`src/verilog/udio_pkg.sv`:
```
package udio_pkg;

  // channel counts reported to the host
  localparam int unsigned INPUT_CHANNEL_COUNT  = 16;
  localparam int unsigned OUTPUT_CHANNEL_COUNT = 16;
  localparam int unsigned CHAN_IDX_W           = 4;

  // system clock
  localparam int unsigned CLK_HZ = 50_000_000;

  // update rates in updates per second
  localparam int unsigned IN_UPDATE_HZ  = 125;
  localparam int unsigned OUT_UPDATE_HZ = 125;

  // shortest input event that must be caught, in microseconds
  localparam int unsigned MIN_EVENT_US = 3000;

  // update periods in cycles (longest time, rounds down)
  localparam int unsigned IN_PERIOD_CYC  = CLK_HZ / IN_UPDATE_HZ;
  localparam int unsigned OUT_PERIOD_CYC = CLK_HZ / OUT_UPDATE_HZ;

  // input sampling interval: a third of the minimum event time, rounded down,
  // so any level held for the minimum time is seen on at least two samples
  localparam int unsigned SAMPLE_CYC = (CLK_HZ / 1_000_000) * MIN_EVENT_US / 3;

  // reset levels: outputs off, inputs inactive
  localparam logic [15:0] OUT_RESET_LEVEL = 16'h0000;
  localparam logic [15:0] IN_RESET_LEVEL  = 16'h0000;

  // one change notice to the host
  typedef struct packed {
    logic [CHAN_IDX_W-1:0] index;
    logic                  level;
  } udio_notice_s;

  // one periodic report to the host
  typedef struct packed {
    logic [15:0] input_channel_level;
    logic [15:0] output_channel_level;
  } udio_report_s;

endpackage : udio_pkg

```
`src/verilog/udio_change_scan.sv`:
```
`timescale 1ns/1ps
// walks a changed-bit mask, emitting one notice per changed channel
module udio_change_scan
  import udio_pkg::*;
#(
  parameter int unsigned W = 16
)
(
  input  wire logic           clk,
  input  wire logic           rst_n,
  input  wire logic           ce,
  input  wire logic           load,        // pulse: take a new snapshot
  input  wire logic [W-1:0]   old_level,   // last reported levels
  input  wire logic [W-1:0]   new_level,   // freshly updated levels
  output logic                notice_valid,
  output udio_notice_s        notice,
  output logic                busy
);

  logic [W-1:0]          pend_q,  pend_d;   // channels still to notify
  logic [W-1:0]          lvl_q,   lvl_d;    // levels matching the snapshot
  logic                  nv_q,    nv_d;
  udio_notice_s          nt_q,    nt_d;

  // pick lowest pending channel; the host sees ascending order
  function automatic logic [CHAN_IDX_W-1:0] first_set(input logic [W-1:0] m);
    logic [CHAN_IDX_W-1:0] r;
    r = '0;
    for (int i = W - 1; i >= 0; i--)
    begin
      if (m[i])
        r = CHAN_IDX_W'(i);
    end
    return r;
  endfunction : first_set

  // next-state: load a mask, else retire one channel per cycle
  always_comb
  begin
    pend_d = pend_q;
    lvl_d  = lvl_q;
    nv_d   = 1'b0;
    nt_d   = nt_q;
    if (load)
    begin
      // a new snapshot replaces any leftover scan; periods are far longer
      pend_d = old_level ^ new_level;
      lvl_d  = new_level;
    end
    else if (|pend_q)
    begin
      nv_d        = 1'b1;
      nt_d.index  = first_set(pend_q);
      nt_d.level  = lvl_q[first_set(pend_q)];
      pend_d[first_set(pend_q)] = 1'b0;
    end
  end

  // register stage
  always_ff @(posedge clk or negedge rst_n)
  begin
    if (!rst_n)
    begin
      pend_q <= '0;
      lvl_q  <= '0;
      nv_q   <= 1'b0;
      nt_q   <= '0;
    end
    else if (ce)
    begin
      pend_q <= pend_d;
      lvl_q  <= lvl_d;
      nv_q   <= nv_d;
      nt_q   <= nt_d;
    end
  end

  assign notice_valid = nv_q;
  assign notice       = nt_q;
  assign busy         = |pend_q;
endmodule : udio_change_scan

```
`src/verilog/udio_core.sv`:
```
`timescale 1ns/1ps
// Summary of operation
// - report sixteen input channels as fixed count
// - report sixteen output channels as fixed count
// - input reads true when externally activated
// - true request turns output on; default off
// - echo actual output state, not request
// - notify host on each input change
// - notify host on each output change
// - update inputs 125 times per second, sampling them every 1 ms
// - catch input changes lasting 3 ms
// - apply output requests 125 times per second
module udio_core
  import udio_pkg::*;
#(
  parameter int unsigned IN_PERIOD  = IN_PERIOD_CYC,
  parameter int unsigned OUT_PERIOD = OUT_PERIOD_CYC,
  parameter int unsigned SAMPLE     = SAMPLE_CYC
)
(
  input  wire logic         clk,
  input  wire logic         nrst,
  input  wire logic         ce,
  input  wire logic [15:0]  input_pin,            // high while source active
  input  wire logic [15:0]  out_request,          // host requested levels
  input  wire logic         out_request_valid,    // pulse: new request word
  output logic [15:0]       out_switch_on,        // low-side switch drive
  output logic [7:0]        input_channel_count,
  output logic [7:0]        output_channel_count,
  output logic              input_change_valid,
  output udio_notice_s      input_change_notice,
  output logic              output_change_valid,
  output udio_notice_s      output_change_notice,
  output logic              report_valid,
  output udio_report_s      report
);

  // reset release through two flops
  logic rst_s1_q;
  logic rst_n;
  always_ff @(posedge clk or negedge nrst)
  begin
    if (!nrst)
    begin
      rst_s1_q <= 1'b0;
      rst_n    <= 1'b0;
    end
    else
    begin
      rst_s1_q <= 1'b1;
      rst_n    <= rst_s1_q;
    end
  end

  // timer state
  typedef enum logic [1:0] {
    UDIO_IDLE = 2'b01,
    UDIO_RUN  = 2'b10
  } udio_state_e;

  udio_state_e  st_q,     st_d;      // idle until first enabled cycle
  logic [31:0]  smp_q,    smp_d;     // input sample timer
  logic [31:0]  iper_q,   iper_d;    // input update timer
  logic [31:0]  oper_q,   oper_d;    // output update timer
  logic [15:0]  seen_q,   seen_d;    // sticky: level differing from report
  logic [15:0]  in_rep_q, in_rep_d;  // last reported input levels
  logic [15:0]  req_q,    req_d;     // pending host request
  logic [15:0]  out_q,    out_d;     // applied output levels
  logic         ilod_q,   ilod_d;    // input scan load pulse
  logic         olod_q,   olod_d;    // output scan load pulse
  logic [15:0]  iold_q,   iold_d;    // previous input levels for scan
  logic [15:0]  oold_q,   oold_d;    // previous output levels for scan
  logic         rv_q,     rv_d;
  udio_report_s rep_q,    rep_d;
  logic         in_tick, out_tick, smp_tick;

  function automatic logic tick(input logic [31:0] cnt, input int unsigned per);
    return cnt == 32'(per - 1);
  endfunction : tick

  assign smp_tick = tick(smp_q, SAMPLE);
  assign in_tick  = tick(iper_q, IN_PERIOD);
  assign out_tick = tick(oper_q, OUT_PERIOD);

  // next-state for timers, sampling, request latch and report
  always_comb
  begin
    st_d     = st_q;
    smp_d    = smp_q;
    iper_d   = iper_q;
    oper_d   = oper_q;
    seen_d   = seen_q;
    in_rep_d = in_rep_q;
    req_d    = req_q;
    out_d    = out_q;
    ilod_d   = 1'b0;
    olod_d   = 1'b0;
    iold_d   = iold_q;
    oold_d   = oold_q;
    rv_d     = 1'b0;
    rep_d    = rep_q;
    unique case (st_q)
      UDIO_IDLE:
        st_d = UDIO_RUN;
      UDIO_RUN:
      begin
        // free-running timers
        smp_d  = smp_tick ? '0 : smp_q + 32'd1;
        iper_d = in_tick  ? '0 : iper_q + 32'd1;
        oper_d = out_tick ? '0 : oper_q + 32'd1;
        // sample often; a changed level is held sticky so short events
        // between report ticks still get reported
        if (smp_tick)
          seen_d = seen_q | (input_pin ^ in_rep_q);
        // latest request wins until the next output update
        if (out_request_valid)
          req_d = out_request;
        if (in_tick)
        begin
          // a channel that changed and came back is toggled, so it is
          // reported once rather than lost
          in_rep_d = in_rep_q ^ (seen_d | (input_pin ^ in_rep_q));
          seen_d   = '0;
          iold_d   = in_rep_q;
          ilod_d   = 1'b1;
          rv_d     = 1'b1;
          rep_d.input_channel_level  = in_rep_d;
          // echo the level that stands after this edge; a request applied at
          // a coinciding output update is part of the actual state
          rep_d.output_channel_level = out_tick ? req_d : out_q;
        end
        if (out_tick)
        begin
          out_d  = req_d;
          oold_d = out_q;
          olod_d = 1'b1;
        end
      end
      default:
        st_d = UDIO_IDLE;
    endcase
  end

  // register stage
  always_ff @(posedge clk or negedge rst_n)
  begin
    if (!rst_n)
    begin
      st_q     <= UDIO_IDLE;
      smp_q    <= '0;
      iper_q   <= '0;
      oper_q   <= '0;
      seen_q   <= '0;
      in_rep_q <= IN_RESET_LEVEL;
      req_q    <= OUT_RESET_LEVEL;
      out_q    <= OUT_RESET_LEVEL;
      ilod_q   <= 1'b0;
      olod_q   <= 1'b0;
      iold_q   <= '0;
      oold_q   <= '0;
      rv_q     <= 1'b0;
      rep_q    <= '0;
    end
    else if (ce)
    begin
      st_q     <= st_d;
      smp_q    <= smp_d;
      iper_q   <= iper_d;
      oper_q   <= oper_d;
      seen_q   <= seen_d;
      in_rep_q <= in_rep_d;
      req_q    <= req_d;
      out_q    <= out_d;
      ilod_q   <= ilod_d;
      olod_q   <= olod_d;
      iold_q   <= iold_d;
      oold_q   <= oold_d;
      rv_q     <= rv_d;
      rep_q    <= rep_d;
    end
  end

  // notice scanners: one channel per cycle, lowest index first
  udio_change_scan #(.W(16)) u_in_scan (
    .clk          (clk),
    .rst_n        (rst_n),
    .ce           (ce),
    .load         (ilod_q),
    .old_level    (iold_q),
    .new_level    (in_rep_q),
    .notice_valid (input_change_valid),
    .notice       (input_change_notice),
    .busy         ()
  );

  udio_change_scan #(.W(16)) u_out_scan (
    .clk          (clk),
    .rst_n        (rst_n),
    .ce           (ce),
    .load         (olod_q),
    .old_level    (oold_q),
    .new_level    (out_q),
    .notice_valid (output_change_valid),
    .notice       (output_change_notice),
    .busy         ()
  );

  // outputs straight from flops; counts are fixed constants
  assign out_switch_on        = out_q;
  assign input_channel_count  = 8'(INPUT_CHANNEL_COUNT);
  assign output_channel_count = 8'(OUTPUT_CHANNEL_COUNT);
  assign report_valid         = rv_q;
  assign report               = rep_q;
endmodule : udio_core

```
`config.mk`:
```
export PLATFORM = sky130hd
export DESIGN_NAME = udio_core
export DESIGN_NICKNAME = d
export VERILOG_FILES = /design/src/verilog/udio_pkg.sv /design/src/verilog/udio_change_scan.sv /design/src/verilog/udio_core.sv
export SDC_FILE = /design/constraint.sdc
export NUM_CORES = 1
export LEC_CHECK = 0
export ABC_CLOCK_PERIOD_IN_PS = 26100
export BUFFER_PORTS_ARGS = -buffer_cell sky130_fd_sc_hd__clkbuf_2
export CAP_MARGIN = 30
export CORE_MARGIN = 8
export CORE_UTILIZATION = 49
export DETAILED_ROUTE_END_ITERATION = 10
export GPL_ROUTABILITY_DRIVEN = 0
export PLACE_DENSITY = 0.67
export SLEW_MARGIN = 25
export SYNTH_ARGS = -nofsm -noshare
export SYNTH_HDL_FRONTEND = slang
export SYNTH_HIERARCHICAL = 1
export SYNTH_SLANG_ARGS = --single-unit
export TNS_END_PERCENT = 30
```
`constraint.sdc`:
```
create_clock -name clk -period 26.1 [get_ports clk]
set_clock_uncertainty 0.05 [all_clocks]
set_input_delay 1.305 -clock clk [delete_from_list [all_inputs] [get_ports clk]]
set_output_delay 1.305 -clock clk [all_outputs]
set_load 0.01 [all_outputs]
```
# Word level (Yosys, flattened, before mapping)

Index checks and enable logic that the tools add are counted.

Word-level logic and storage cells: 131
Register bits: 290
Bits of input ports: 36
Output and inout bits: 77

Eq/ne operators: 5
Bitwise operators: 13
Reduce and logical (&&, ||, !) cells: 16
Multiplexer cells: 65
Add/subtract/negate cells: 3
Magnitude comparators: 4

Operators with widths:

| cell                    | count |
|---|---|
| $mux W16                | 9 |
| $mux W4                 | 36 |
| $add A32 B1 Y32 const B | 3 |
| $mux W32                | 3 |
| $eq A32 B19 Y1 const B  | 2 |
| $xor A16 B16 Y16        | 4 |
| $and A16 B16 Y16        | 2 |
| $eq A32 B16 Y1 const B  | 1 |
| $not A16 Y16            | 2 |
| $or A16 B16 Y16         | 2 |
| $reduce_or A16 Y1       | 2 |
| $mux W1                 | 12 |
| $reduce_and A2 Y1       | 6 |
| $reduce_and A3 Y1       | 4 |
| $lt A4 B5 Y1 const B    | 2 |
| $bmux W1 S4             | 2 |
| $demux W1 S4            | 2 |
| $ge A4 B1 Y1 const B    | 2 |
| $pmux W2 S2             | 1 |
| $reduce_bool A2 Y1      | 2 |
| $not A1 Y1              | 3 |
| $eq A2 B1 Y1 const B    | 1 |
| $eq A2 B2 Y1 const B    | 1 |
| $logic_and A1 B1 Y1     | 2 |

# Longest topological paths before layout

Gate-level depths: netlist (run 1).

Depth in word-level cells: 26
Depth in mapped cells: 9

# Hierarchy

The synthesis (run 1) kept the hierarchy.

By module, submodules not included:

| module                        | area each (µm²) | instances | cells each | sequential area each (µm²) |
|---|---|---|---|---|
| udio_core                     | 9759.4          | 1         | 977        | 5356.4 |
| udio_change_scan (u_in_scan)  | 2077.0          | 1         | 202        | 950.9 |
| udio_change_scan (u_out_scan) | 2020.7          | 1         | 202        | 950.9 |

# Least setup slack after synthesis (run 1)

Ideal clock, no wire load.

Path kind: input-to-reg
Start point: in ce
End point: reg iper_q[31]
Library setup time: 0.123 ns
Arrival time: 2.605 ns
Stages: 6
Slack: 23.322 ns
Cells stage by stage: nand3b_1 or3_1 buf_6 nor4_4 nand4_1 xnor2_1

Cells in the longest elaborated chain, start to end: 1

RTL lines:

| what                               | line             | text |
|---|---|---|
| start: declaration                 | udio_core.sv:23  | `input wire logic ce,` |
| $reduce_and A2 Y1 (no source line) | --               |  |
| end signal: assignment             | udio_core.sv:168 | `iper_q <= iper_d;` |
| end: declaration                   | udio_core.sv:63  | `logic [31:0] iper_q, iper_d;` |

No other way between the ends.
A chain may end at the register's enable or synchronous reset.

# Worst setup path in the final report (run 1)

Start point: in ce
End point: reg out_q[7], in the netlist out_switch_on[7]

Cells in the longest elaborated chain, start to end: 1

RTL lines:

| what                               | line             | text |
|---|---|---|
| $reduce_and A2 Y1 (no source line) | --               |  |
| end signal: assignment             | udio_core.sv:173 | `out_q <= out_d;` |
| end: declaration                   | udio_core.sv:68  | `logic [15:0] out_q, out_d;` |

No other way between the ends.

==> metrics.md, run 1 <==
| Metric | Value |
|---|---|
| Slew Viols, Final | `0` |
| Crit path capture type | `flop` |
| YS warnings | `6` |
| Site Rows | `61` |
| Clock Sinks | `290` |
| Reg-to-reg setup timing slack | `23.50 ns` |
| Leading area contributor after synthesis | `dfrtp_1` |
| Dominant synthesized flop cell | `dfrtp_1` |
| Lkg Pwr | `7.51 nW` |
| Most frequent cell after synthesis | `dfrtp_1` |
| Setup bufs post-CTS | `0` |
| DR iter-0 viols | `776` |
| CP arrival | `3.59 ns` |
| Worst Path Required | `26.39 ns` |
| Initial antenna violation count | `0` |
| CTS Buf Count | `34` |
| DIE WIDTH | `184 microns` |
| Total track usage | `0.186` |
| Flops & latches, synth | `290` |
| Yosys top cell area share | `0.522` |
| Count of flip-flops with a built-in enable after synthesis | `0` |
| Register area share after synthesis | `0.524` |
| Cts hold-fix bufs | `0` |
| Power Dens Cells | `63.5 mW/mm^2` |
| PortBufs | `96` |
| Crit path kind | `primary input to flop` |
| Share of layout cells above drive strength 1 | `0.154` |
| Synth cell count leaders | `289 x dfrtp_1, 234 x nand2_1, 116 x o21ai_0` |
| Clock transition at path regs | `0.06 ns` |
| Final setup viols | `0` |
| Antenna-violating nets left | `0` |
| Via count | `10100` |
| Drt first pass iters | `7` |
| Busiest grt layer | `met2` |
| Async SR Flop Fraction | `1.00` |
| Final Hold Viols | `0` |
| DR DRC count | `0` |
| Slew HR | `0.440` |
| Core Footprint | `0.0278 sq mm` |
| Routing usage on met3 | `0.0274` |
| Reg2reg start | `iper_q[13]$_DFFE_PN0P_` |
| Syn Area/Cell | `10.0 sq um` |
| Skew-Pair Late Insertion Delay | `0.50 ns` |
| Placed Cells incl. Taps | `1815` |
| Routed WL | `31000 microns` |
| Diodes inserted | `0` |
| Initial core utilization | `0.499` |
| DR WL/cell | `16.6 microns` |
| Clock H-tree levels | `2` |
| F_max | `0.303 GHz` |
| CTS tree | `built` |
| Vias per cell | `5.40` |
| Status | `finished, final reports clean` |
| CP Max Fanout | `49` |
| Cells after Synth | `1381` |
| Final worst-path cycle share | `0.126` |
| Layout area overhead | `13.5%` |
| Post-cts resize count | `0` |
| Largest net degree at the start of global routing | `73` |
| RSZ-0062 raised after global routing | `no` |
| Grt ovf | `0` |
| Worst reg2reg path endpoint | `report[29]$_DFFE_PN0P_` |
| Hold crit path type | `flop to flop` |
| Post-Syn Area | `0.0139 sq mm` |
| Fin crit period | `3.30 ns` |
| Root buf cell | `clkbuf_16` |
| Reg2reg path depth | `6` |
| IO Pins | `113` |
| Worst-Margin Slew | `0.840 ns` |
| Die height | `184 microns` |
| Top post-synthesis cells by area | `dfrtp_1 52%, nand2_1 6.3%, xnor2_1 6.1%` |
| Number of global-route vias before repair | `9836` |
| Met1 GRT Util | `0.263` |
| Non-filler instance count after layout | `1874` |
| Clock Path Buffers | `3` |
| Worst vdd ir | `0.0000542 V` |
| Placed wire-length estimate | `21500 microns` |
| Post-synth cell types | `64` |
| Worst hold start | `rst_s1_q$_DFF_PN0_` |
| Nets | `1513` |
| Die area | `0.0339 sq mm` |
| Type of origin of the critical path | `primary input` |
| Grt met2 use | `0.297` |
| Hold Crit Depth | `0` |
| Max cap viols | `0` |
| Setup TNS Final | `0 ns` |
| First-pass GRT wire length | `51900 microns` |
| Hold Path End | `rst_n$_DFF_PN0_` |
## where the power goes
group | switching, mW | internal, mW
sequential | 0.0182 | 0.471
clock | 0.178 | 0.268
combinational | 0.0395 | 0.0239
## critical path, cell delays in order
cell and delay (ns):
clkbuf_2 0.39, and3b_1 0.55, nand3_1 0.27, or4_1 0.53, buf_4 0.29, nand2_1 0.13, o21ai_0 0.10
## kinds of logic (layout without fill, tap and decap cells)
logic type	after synthesis	after routing	share of synthesized area
xor+xnor	139	139	0.0879
simple gates	551	551	0.197
compound gates	215	215	0.0916
buf+inv	102	202	0.0361
other cells	2	17	0.000542
flops	290	290	0.524
mux	79	79	0.0609
fa+ha+maj	3	3	0.00271
## stage by stage
step           setup slack (ns)  hold slack (ns)  power (mW)  instance area (sq um)   util
3_3_place_gp              22.43            0.292       0.557                  14600  0.526
5_1_grt                   22.62            0.321        1.05                  15700  0.566
3_5_place_dp              22.34            0.292       0.561                  14600  0.527
6_report                  22.80            0.308       0.999                  15700  0.566
2_1_floorplan             17.37            0.281       0.541                  13900      -
4_1_cts                   22.84            0.317        1.01                  15700  0.565
## cell usage in the layout, fill, tap and decap left out, types with 8 or more instances in the layout
cell / count
mux2_2: 41
nor2_1: 90
clkbuf_8: 8
and3_1: 15
clkbuf_2: 96
inv_1: 34
clkbuf_16: 35
a21o_1: 9
nand3_1: 49
dfrtp_1: 288
nand4_1: 28
o21ai_1: 10
clkbuf_1: 8
conb_1: 17
buf_4: 9
a21oi_1: 47
nor4_1: 23
mux2i_1: 37
o21ai_0: 116
and4_1: 12
xnor2_1: 96
xor2_1: 43
nand3b_1: 31
nand2_1: 232
and2_1: 10
nor3_1: 18
## routing by layer
metal  wire [microns]  share of wire
met4              444          0.014
met5                0              0
met2            14600           0.47
met1            14800           0.48
met3             1220          0.039
## worst max path at each step
stage | to | slack, ns | start
6_report | out_switch_on[7]$_DFFE_PN0P_ | 22.80 | ce
5_1_grt | out_switch_on[7]$_DFFE_PN0P_ | 22.62 | ce
4_1_cts | out_switch_on[7]$_DFFE_PN0P_ | 22.84 | ce
3_5_place_dp | out_switch_on[4]$_DFFE_PN0P_ | 22.34 | ce
3_3_place_gp | out_switch_on[10]$_DFFE_PN0P_ | 22.43 | ce
2_1_floorplan | iold_q[0]$_DFFE_PN0P_ | 17.37 | rst_n$_DFF_PN0_
## state kept, by name, summed over array words and instances, names as in the netlist
signal	count
iold_q	16
iper_q	32
olod_q	1
oold_q	16
oper_q	32
out_switch_on	16
report	32
report_valid	1
req_q	16
rst_n	1
rst_s1_q	1
seen_q	16
smp_q	32
st_q	2
u_in_scan/lvl_q	16
u_in_scan/notice	5
u_in_scan/notice_valid	1
u_in_scan/pend_q	16
u_out_scan/lvl_q	16
u_out_scan/notice	5
u_out_scan/notice_valid	1
u_out_scan/pend_q	16
## area by class of cell
cell class / count / area [sq um]
clock buffer: 51 / 1020
clock inverter: 7 / 42.5
fill: 2491 / 12100
inverter: 36 / 135
multi-input combinational: 1004 / 6190
sequential: 290 / 7260
tap: 378 / 473
timing repair buffer: 108 / 614
Note: power is estimated with default switching activity, not from simulation.
==> run 2, diff against run 1 <==
--- a/config.mk
+++ b/config.mk
@@ -5,14 +5,14 @@
 export SDC_FILE = /design/constraint.sdc
 export NUM_CORES = 1
 export LEC_CHECK = 0
-export ABC_CLOCK_PERIOD_IN_PS = 26100
+export ABC_CLOCK_PERIOD_IN_PS = 2700
 export BUFFER_PORTS_ARGS = -buffer_cell sky130_fd_sc_hd__clkbuf_2
 export CAP_MARGIN = 30
 export CORE_MARGIN = 8
 export CORE_UTILIZATION = 49
 export DETAILED_ROUTE_END_ITERATION = 10
 export GPL_ROUTABILITY_DRIVEN = 0
-export PLACE_DENSITY = 0.67
+export PLACE_DENSITY = 0.7
 export SLEW_MARGIN = 25
 export SYNTH_ARGS = -nofsm -noshare
 export SYNTH_HDL_FRONTEND = slang
==> constraint.sdc (replaced) <==
create_clock -name clk -period 2.7 [get_ports clk]
set_clock_uncertainty 0.05 [all_clocks]
set_input_delay 0.135 -clock clk [delete_from_list [all_inputs] [get_ports clk]]
set_output_delay 0.135 -clock clk [all_outputs]
set_load 0.01 [all_outputs]
==> run 2 against run 1 <==
Against the previous run:
- critical path depth rose by 1
- routed wire length rose by 1.6%
- utilization rose by 2.1 points
- combinational power rose to 11 times the previous value
- global-route usage barely moved
- worst setup slack got worse by 22 ns
- non-clock buffer count rose by 55
- first-iteration DRC count fell by 18%
- sequential cell count did not move
- total power rose to 9.8 times the previous value
- register-to-register slack got worse by 23 ns
- largest cell class unchanged
- largest power group unchanged
==> metrics.md, run 2 (synthesis results as in run 1) <==
| Metric | Value |
|---|---|
| Setup bufs post-CTS | `0` |
| Power Dens Cells | `599 mW/mm^2` |
| Number of global-route vias before repair | `10300` |
| Wl on met1 | `14700 microns` |
| Critical-path top delay cell | `dfrtp_1` |
| Final worst-path cycle share | `0.853` |
| Clock Sinks | `290` |
| Final Hold Viols | `0` |
| Setup slack after placement | `0.418 ns` |
| Clock H-tree levels | `1` |
| CP arrival | `2.66 ns` |
| Sw frac | `0.238` |
| DR DRC count | `0` |
| Register share of total power | `0.484` |
| PortBufs | `96` |
| Antenna-violating nets left | `0` |
| Initial core utilization | `0.499` |
| DR WL/cell | `16.3 microns` |
| Site Rows | `61` |
| Post-cts resize count | `0` |
| Layout area overhead | `17.7%` |
| Commonest non-fill, non-tap cell in the layout | `dfrtp_1` |
| IO Pins | `113` |
| Most frequent cells in the layout | `288 x dfrtp_1, 234 x nand2_1, 116 x o21ai_0, 96 x xnor2_1, 96 x clkbuf_2` |
| Total track usage | `0.186` |
| Fin util | `0.587` |
| Root buf cell | `clkbuf_16` |
| Skew-Pair Late Insertion Delay | `0.56 ns` |
| Top sig layer | `met4` |
| Slew HR | `0.490` |
| Worst-Margin Slew | `0.765 ns` |
| Grt ovf | `0` |
| First-pass GRT wire length | `52600 microns` |
| Final Total Pwr | `9.76 mW` |
| Final setup viols | `0` |
| Crit path capture type | `flop` |
| Setup ws final | `0.397 ns` |
| Via count | `10400` |
| Die area | `0.0339 sq mm` |
| Initial antenna violation count | `1` |
| RSZ-0062 raised after global routing | `no` |
| Status | `finished, final reports clean` |
| Delay of the slowest critical-path stage | `0.38 ns` |
| Clock Path Buffers | `3` |
| Clk network pwr share | `0.446` |
| Core Footprint | `0.0278 sq mm` |
| CTS Buf Count | `31` |
| Crit path kind | `flop to flop` |
| Die height | `184 microns` |
| Largest net degree at the start of global routing | `68` |
| DIE WIDTH | `184 microns` |
| Critical Path, Cell by Cell | `nand2b_1 > a221oi_2 > nor4_2 > o41ai_4 > mux2_1 > a22o_1 > o22ai_1 > a31oi_1` |
| CP Max Fanout | `3` |
| Fin crit period | `2.30 ns` |
| DR iter-0 viols | `633` |
| Hold crit path type | `primary input to flop` |
| Cts hold-fix bufs | `35` |
| Share of layout cells above drive strength 1 | `0.164` |
| Clock transition at path regs | `0.06 ns` |
| F_max | `0.434 GHz` |
| Routed wl met3 | `1240 microns` |
| Max cap viols | `0` |
| WL met2 | `15000 microns` |
| Slew Viols, Final | `0` |
| Nets | `1565` |
| Placed wire-length estimate | `21700 microns` |
| Internal power | `7.44 mW` |
| Combinational power share | `0.070` |
| Type of origin of the critical path | `flop` |
| Net switching power | `2.32 mW` |
| Lkg Pwr | `7.78 nW` |
| Min Hold Slack | `0.295 ns` |
| Vias per cell | `5.40` |
| Worst Path Required | `3.06 ns` |
| Drt first pass iters | `7` |
| CTS tree | `built` |
| Routed WL | `31500 microns` |
| Worst vdd ir | `0.000634 V` |
run 2: changes by cell type in the layout (fill, tap and decap cells not counted), sizes merged:
| cell | before | now |
|---|---|---|
| dlygate4sd3 | 0 | 35 |
| buf | 12 | 32 |
| clkbuf | 147 | 133 |
| clkinv | 5 | 13 |
| bufinv | 0 | 4 |
| clkinvlp | 0 | 2 |
| diode | 0 | 1 |
run 2: critical path, delay by kind of cell (launching register included):
family,cells,cell delay (ns)
multiplexers,1,0.36
flip-flops,1,0.38
AND/OR/NAND/NOR,2,0.24
AO/OA/AOI/OAI,5,1.12
run 2: layout make-up:
cell class / count / area (sq um)
Multi-Input combinational cell: 1004 / 6180
Clock inverter: 21 / 225
Fill cell: 2378 / 11500
Clock buffer: 37 / 838
Inverter: 36 / 135
Antenna cell: 1 / 2.50
Sequential cell: 290 / 7260
Timing Repair Buffer: 163 / 1200
Tap cell: 378 / 473
run 2: routing by layer:
layer	vias to the layer above	track usage
met4	0	0.0458
met5	-	0
met2	203	0.303
met1	5130	0.258
li1	5030	-
met3	50	0.0274
run 2: path summary, 6_finish.rpt:
kind / to / cells after the start / slack (ns) / startpoint
min: out_switch_on[7]$_DFFE_PN0P_ / 3 / 0.29 / out_request_valid
min reg2reg: rst_n$_DFF_PN0_ / 0 / 0.31 / rst_s1_q$_DFF_PN0_
min in group asynchronous: iper_q[17]$_DFFE_PN0P_ / 0 / 0.35 / rst_n$_DFF_PN0_
max reg2reg: u_out_scan/notice[0]$_DFFE_PN0P_ / 8 / 0.40 / u_out_scan/pend_q[14]$_DFFE_PN0P_
max: u_out_scan/notice[0]$_DFFE_PN0P_ / 8 / 0.40 / u_out_scan/pend_q[14]$_DFFE_PN0P_
max in group asynchronous: report[31]$_DFFE_PN0P_ / 1 / 1.52 / rst_n$_DFF_PN0_
run 2: power groups by stage:
| stage | registers, mW | logic [mW] | clock network, mW |
|---|---|---|---|
| 2_1_floorplan | 4.81 | 0.422 | 0 |
| 3_3_place_gp | 4.79 | 0.616 | 0 |
| 3_5_place_dp | 4.80 | 0.641 | 0 |
| 4_1_cts | 4.73 | 0.689 | 4.45 |
| 5_1_grt | 4.76 | 0.793 | 4.62 |
| 6_report | 4.73 | 0.684 | 4.35 |
run 2: stage by stage:
step	instances	setup TNS [ns]	area [sq um]
after floorplan	1396	-69.04	13900
after global placement	1836	0	14900
after detailed placement	1836	0	14900
after CTS	1929	0	16300
after global routing	1930	0	16300
final	1930	0	16300
==> run 3, diff against run 2 <==
--- a/config.mk
+++ b/config.mk
@@ -6,7 +6,7 @@
 export NUM_CORES = 1
 export LEC_CHECK = 0
 export ABC_CLOCK_PERIOD_IN_PS = 2700
-export BUFFER_PORTS_ARGS = -buffer_cell sky130_fd_sc_hd__clkbuf_2
+export BUFFER_PORTS_ARGS = -buffer_cell sky130_fd_sc_hd__buf_4
 export CAP_MARGIN = 30
 export CORE_MARGIN = 8
 export CORE_UTILIZATION = 49
==> run 3 against run 2 <==
Against the previous run:
- via count grew 0.39%
- clock power increased by 3%
- fmax decreased by 0.85%
- sequential share of layout area is 0.78 points lower
- first-iteration DRC count up 46%
- non-clock buffer count shrank 1
- die area unchanged
- critical path depth is the same
- routed wire length rose by 1.2%
- utilization grew 1.0 points
- count of clock-buffer cells in the layout is 11 higher
==> metrics.md, run 3 (synthesis results as in run 1) <==
| Metric | Value |
|---|---|
| Hold crit path type | `primary input to flop` |
| Grt ovf | `0` |
| IO Pins | `113` |
| Final Cell Area | `0.0166 sq mm` |
| Status | `finished, final reports clean` |
| DR WL/cell | `16.5 microns` |
| Crit path kind | `flop to flop` |
| Reg-to-reg setup timing slack | `0.38 ns` |
| DIE WIDTH | `184 microns` |
| Largest net degree at the start of global routing | `68` |
| Delay of the slowest critical-path stage | `0.39 ns` |
| Final Total Pwr | `9.92 mW` |
| Max cap viols | `0` |
| Most frequent cells in the layout | `288 x dfrtp_1, 234 x nand2_1, 116 x o21ai_0, 116 x buf_4, 96 x xnor2_1` |
| Power Dens Cells | `598 mW/mm^2` |
| CP bufs+invs | `0` |
| Lkg Pwr | `7.86 nW` |
| PortBufs | `96` |
| Number of global-route vias before repair | `10300` |
| Crit path capture type | `flop` |
| Fin crit period | `2.32 ns` |
| Net switching power | `2.29 mW` |
| DR iter-0 viols | `926` |
| F_max | `0.431 GHz` |
| CP arrival | `2.69 ns` |
| Final setup viols | `0` |
| Combinational power share | `0.070` |
| CP Max Fanout | `3` |
| Post-DP Area | `0.0151 sq mm` |
| Final Hold Viols | `0` |
| Share of layout cells above drive strength 1 | `0.161` |
| Register share of total power | `0.477` |
| CTS tree | `built` |
| Clock Sinks | `290` |
| Skew-Pair Late Insertion Delay | `0.56 ns` |
| Root buf cell | `clkbuf_16` |
| Initial antenna violation count | `2` |
| Slew Viols, Final | `0` |
| Type of origin of the critical path | `flop` |
| Slew HR | `0.482` |
| Final worst-path cycle share | `0.860` |
| Clk network pwr share | `0.452` |
| Critical-path top delay cell | `dfrtp_1` |
| Vias per cell | `5.42` |
| Initial core utilization | `0.499` |
| Total track usage | `0.188` |
| Clock transition at path regs | `0.06 ns` |
| Nets | `1564` |
| Routed WL | `31900 microns` |
| Area of the multi-input gates | `0.00618 sq mm` |
| Via count | `10500` |
| Worst-Margin Slew | `0.777 ns` |
| Critical Path, Cell by Cell | `nand2b_1 > a221oi_2 > nor4_2 > o41ai_4 > mux2_1 > a22o_1 > o22ai_1 > a31oi_1` |
| First-pass GRT wire length | `53200 microns` |
| Worst Path Required | `3.07 ns` |
| Commonest non-fill, non-tap cell in the layout | `dfrtp_1` |
| Post-cts resize count | `0` |
| Clock Path Buffers | `3` |
| Internal power | `7.64 mW` |
| Sw frac | `0.230` |
| Clock H-tree levels | `1` |
| Drt first pass iters | `6` |
| Antenna-violating nets left | `0` |
| Die area | `0.0339 sq mm` |
| DR DRC count | `0` |
| Flip-flop and latch area | `0.00726 sq mm` |
| Placed wire-length estimate | `21900 microns` |
| Worst vdd ir | `0.000475 V` |
| Delay-heaviest family, CP | `compound AO/OA/AOI/OAI gates` |
| Layout area overhead | `19.8%` |
| RSZ-0062 raised after global routing | `no` |
| Die height | `184 microns` |
| Core Footprint | `0.0278 sq mm` |
| Site Rows | `61` |
| CTS Buf Count | `31` |
| Layout filler cell count | `2312` |
## run 3: worst reg2reg max path, stage by stage (launching register included)
cell and delay [ns]:
dfrtp_1 0.39, nand2b_1 0.15, a221oi_2 0.23, nor4_2 0.09, o41ai_4 0.37, mux2_1 0.36, a22o_1 0.23, o22ai_1 0.19
a31oi_1 0.10
## run 3: area by class of cell
cell class,instances,area share
clock buffers,48,0.0572
repair buffers,162,0.0868
flip-flops and latches,290,0.437
well taps,378,0.0285
clock inverters,10,0.00942
multi-input cells,1004,0.372
diodes,2,0.000301
inverters,36,0.00814
## run 3: power by group through the flow
stage	registers (mW)	clock network (mW)	logic [mW]
floorplan	4.81	0	0.422
global placement	4.80	0	0.633
detailed placement	4.80	0	0.656
CTS	4.73	4.61	0.703
global route	4.76	4.79	0.808
finish	4.74	4.49	0.697
## run 3: timing repair
| item | 4_1_cts | 5_1_grt |
|---|---|---|
| hold buffers | 35 | 0 |
| setup buffers | 0 | 0 |
| hold endpoints to repair | 77 | 0 |
## run 3: through the flow
stage               TNS [ns]  setup slack [ns]   util  hold WS [ns]  instances
floorplan             -69.04            -0.241      -        -0.211       1396
global placement           0             0.474  0.545        -0.132       1835
detailed placement         0             0.395  0.545        -0.132       1835
CTS                        0             0.392  0.597        0.0688       1928
global route               0             0.265  0.598        0.0838       1930
finish                     0             0.377  0.598        0.0913       1930
## run 3: layer usage
| layer | wire length, microns | GRT usage | vias to the layer above | part of all wire |
|---|---|---|---|---|
| met1 | 14900 | 0.265 | 5149 | 0.47 |
| met2 | 14900 | 0.300 | 228 | 0.47 |
| met3 | 1560 | 0.0319 | 52 | 0.049 |
| li1 | - | - | 5025 | - |
| met5 | 0 | 0 | - | 0 |
| met4 | 552 | 0.0487 | 0 | 0.017 |
## run 3: final timing paths
kind | start | endpoint | depth (start not counted)
setup / recovery | u_out_scan/pend_q[14]$_DFFE_PN0P_ | u_out_scan/notice[0]$_DFFE_PN0P_ | 8
hold / removal | out_request_valid | out_switch_on[11]$_DFFE_PN0P_ | 3
setup reg to reg | u_out_scan/pend_q[14]$_DFFE_PN0P_ | u_out_scan/notice[0]$_DFFE_PN0P_ | 8
hold reg to reg | rst_s1_q$_DFF_PN0_ | rst_n$_DFF_PN0_ | 0
max in group asynchronous | rst_n$_DFF_PN0_ | u_out_scan/pend_q[3]$_DFFE_PN0P_ | 1
min in group asynchronous | rst_n$_DFF_PN0_ | iper_q[21]$_DFFE_PN0P_ | 0
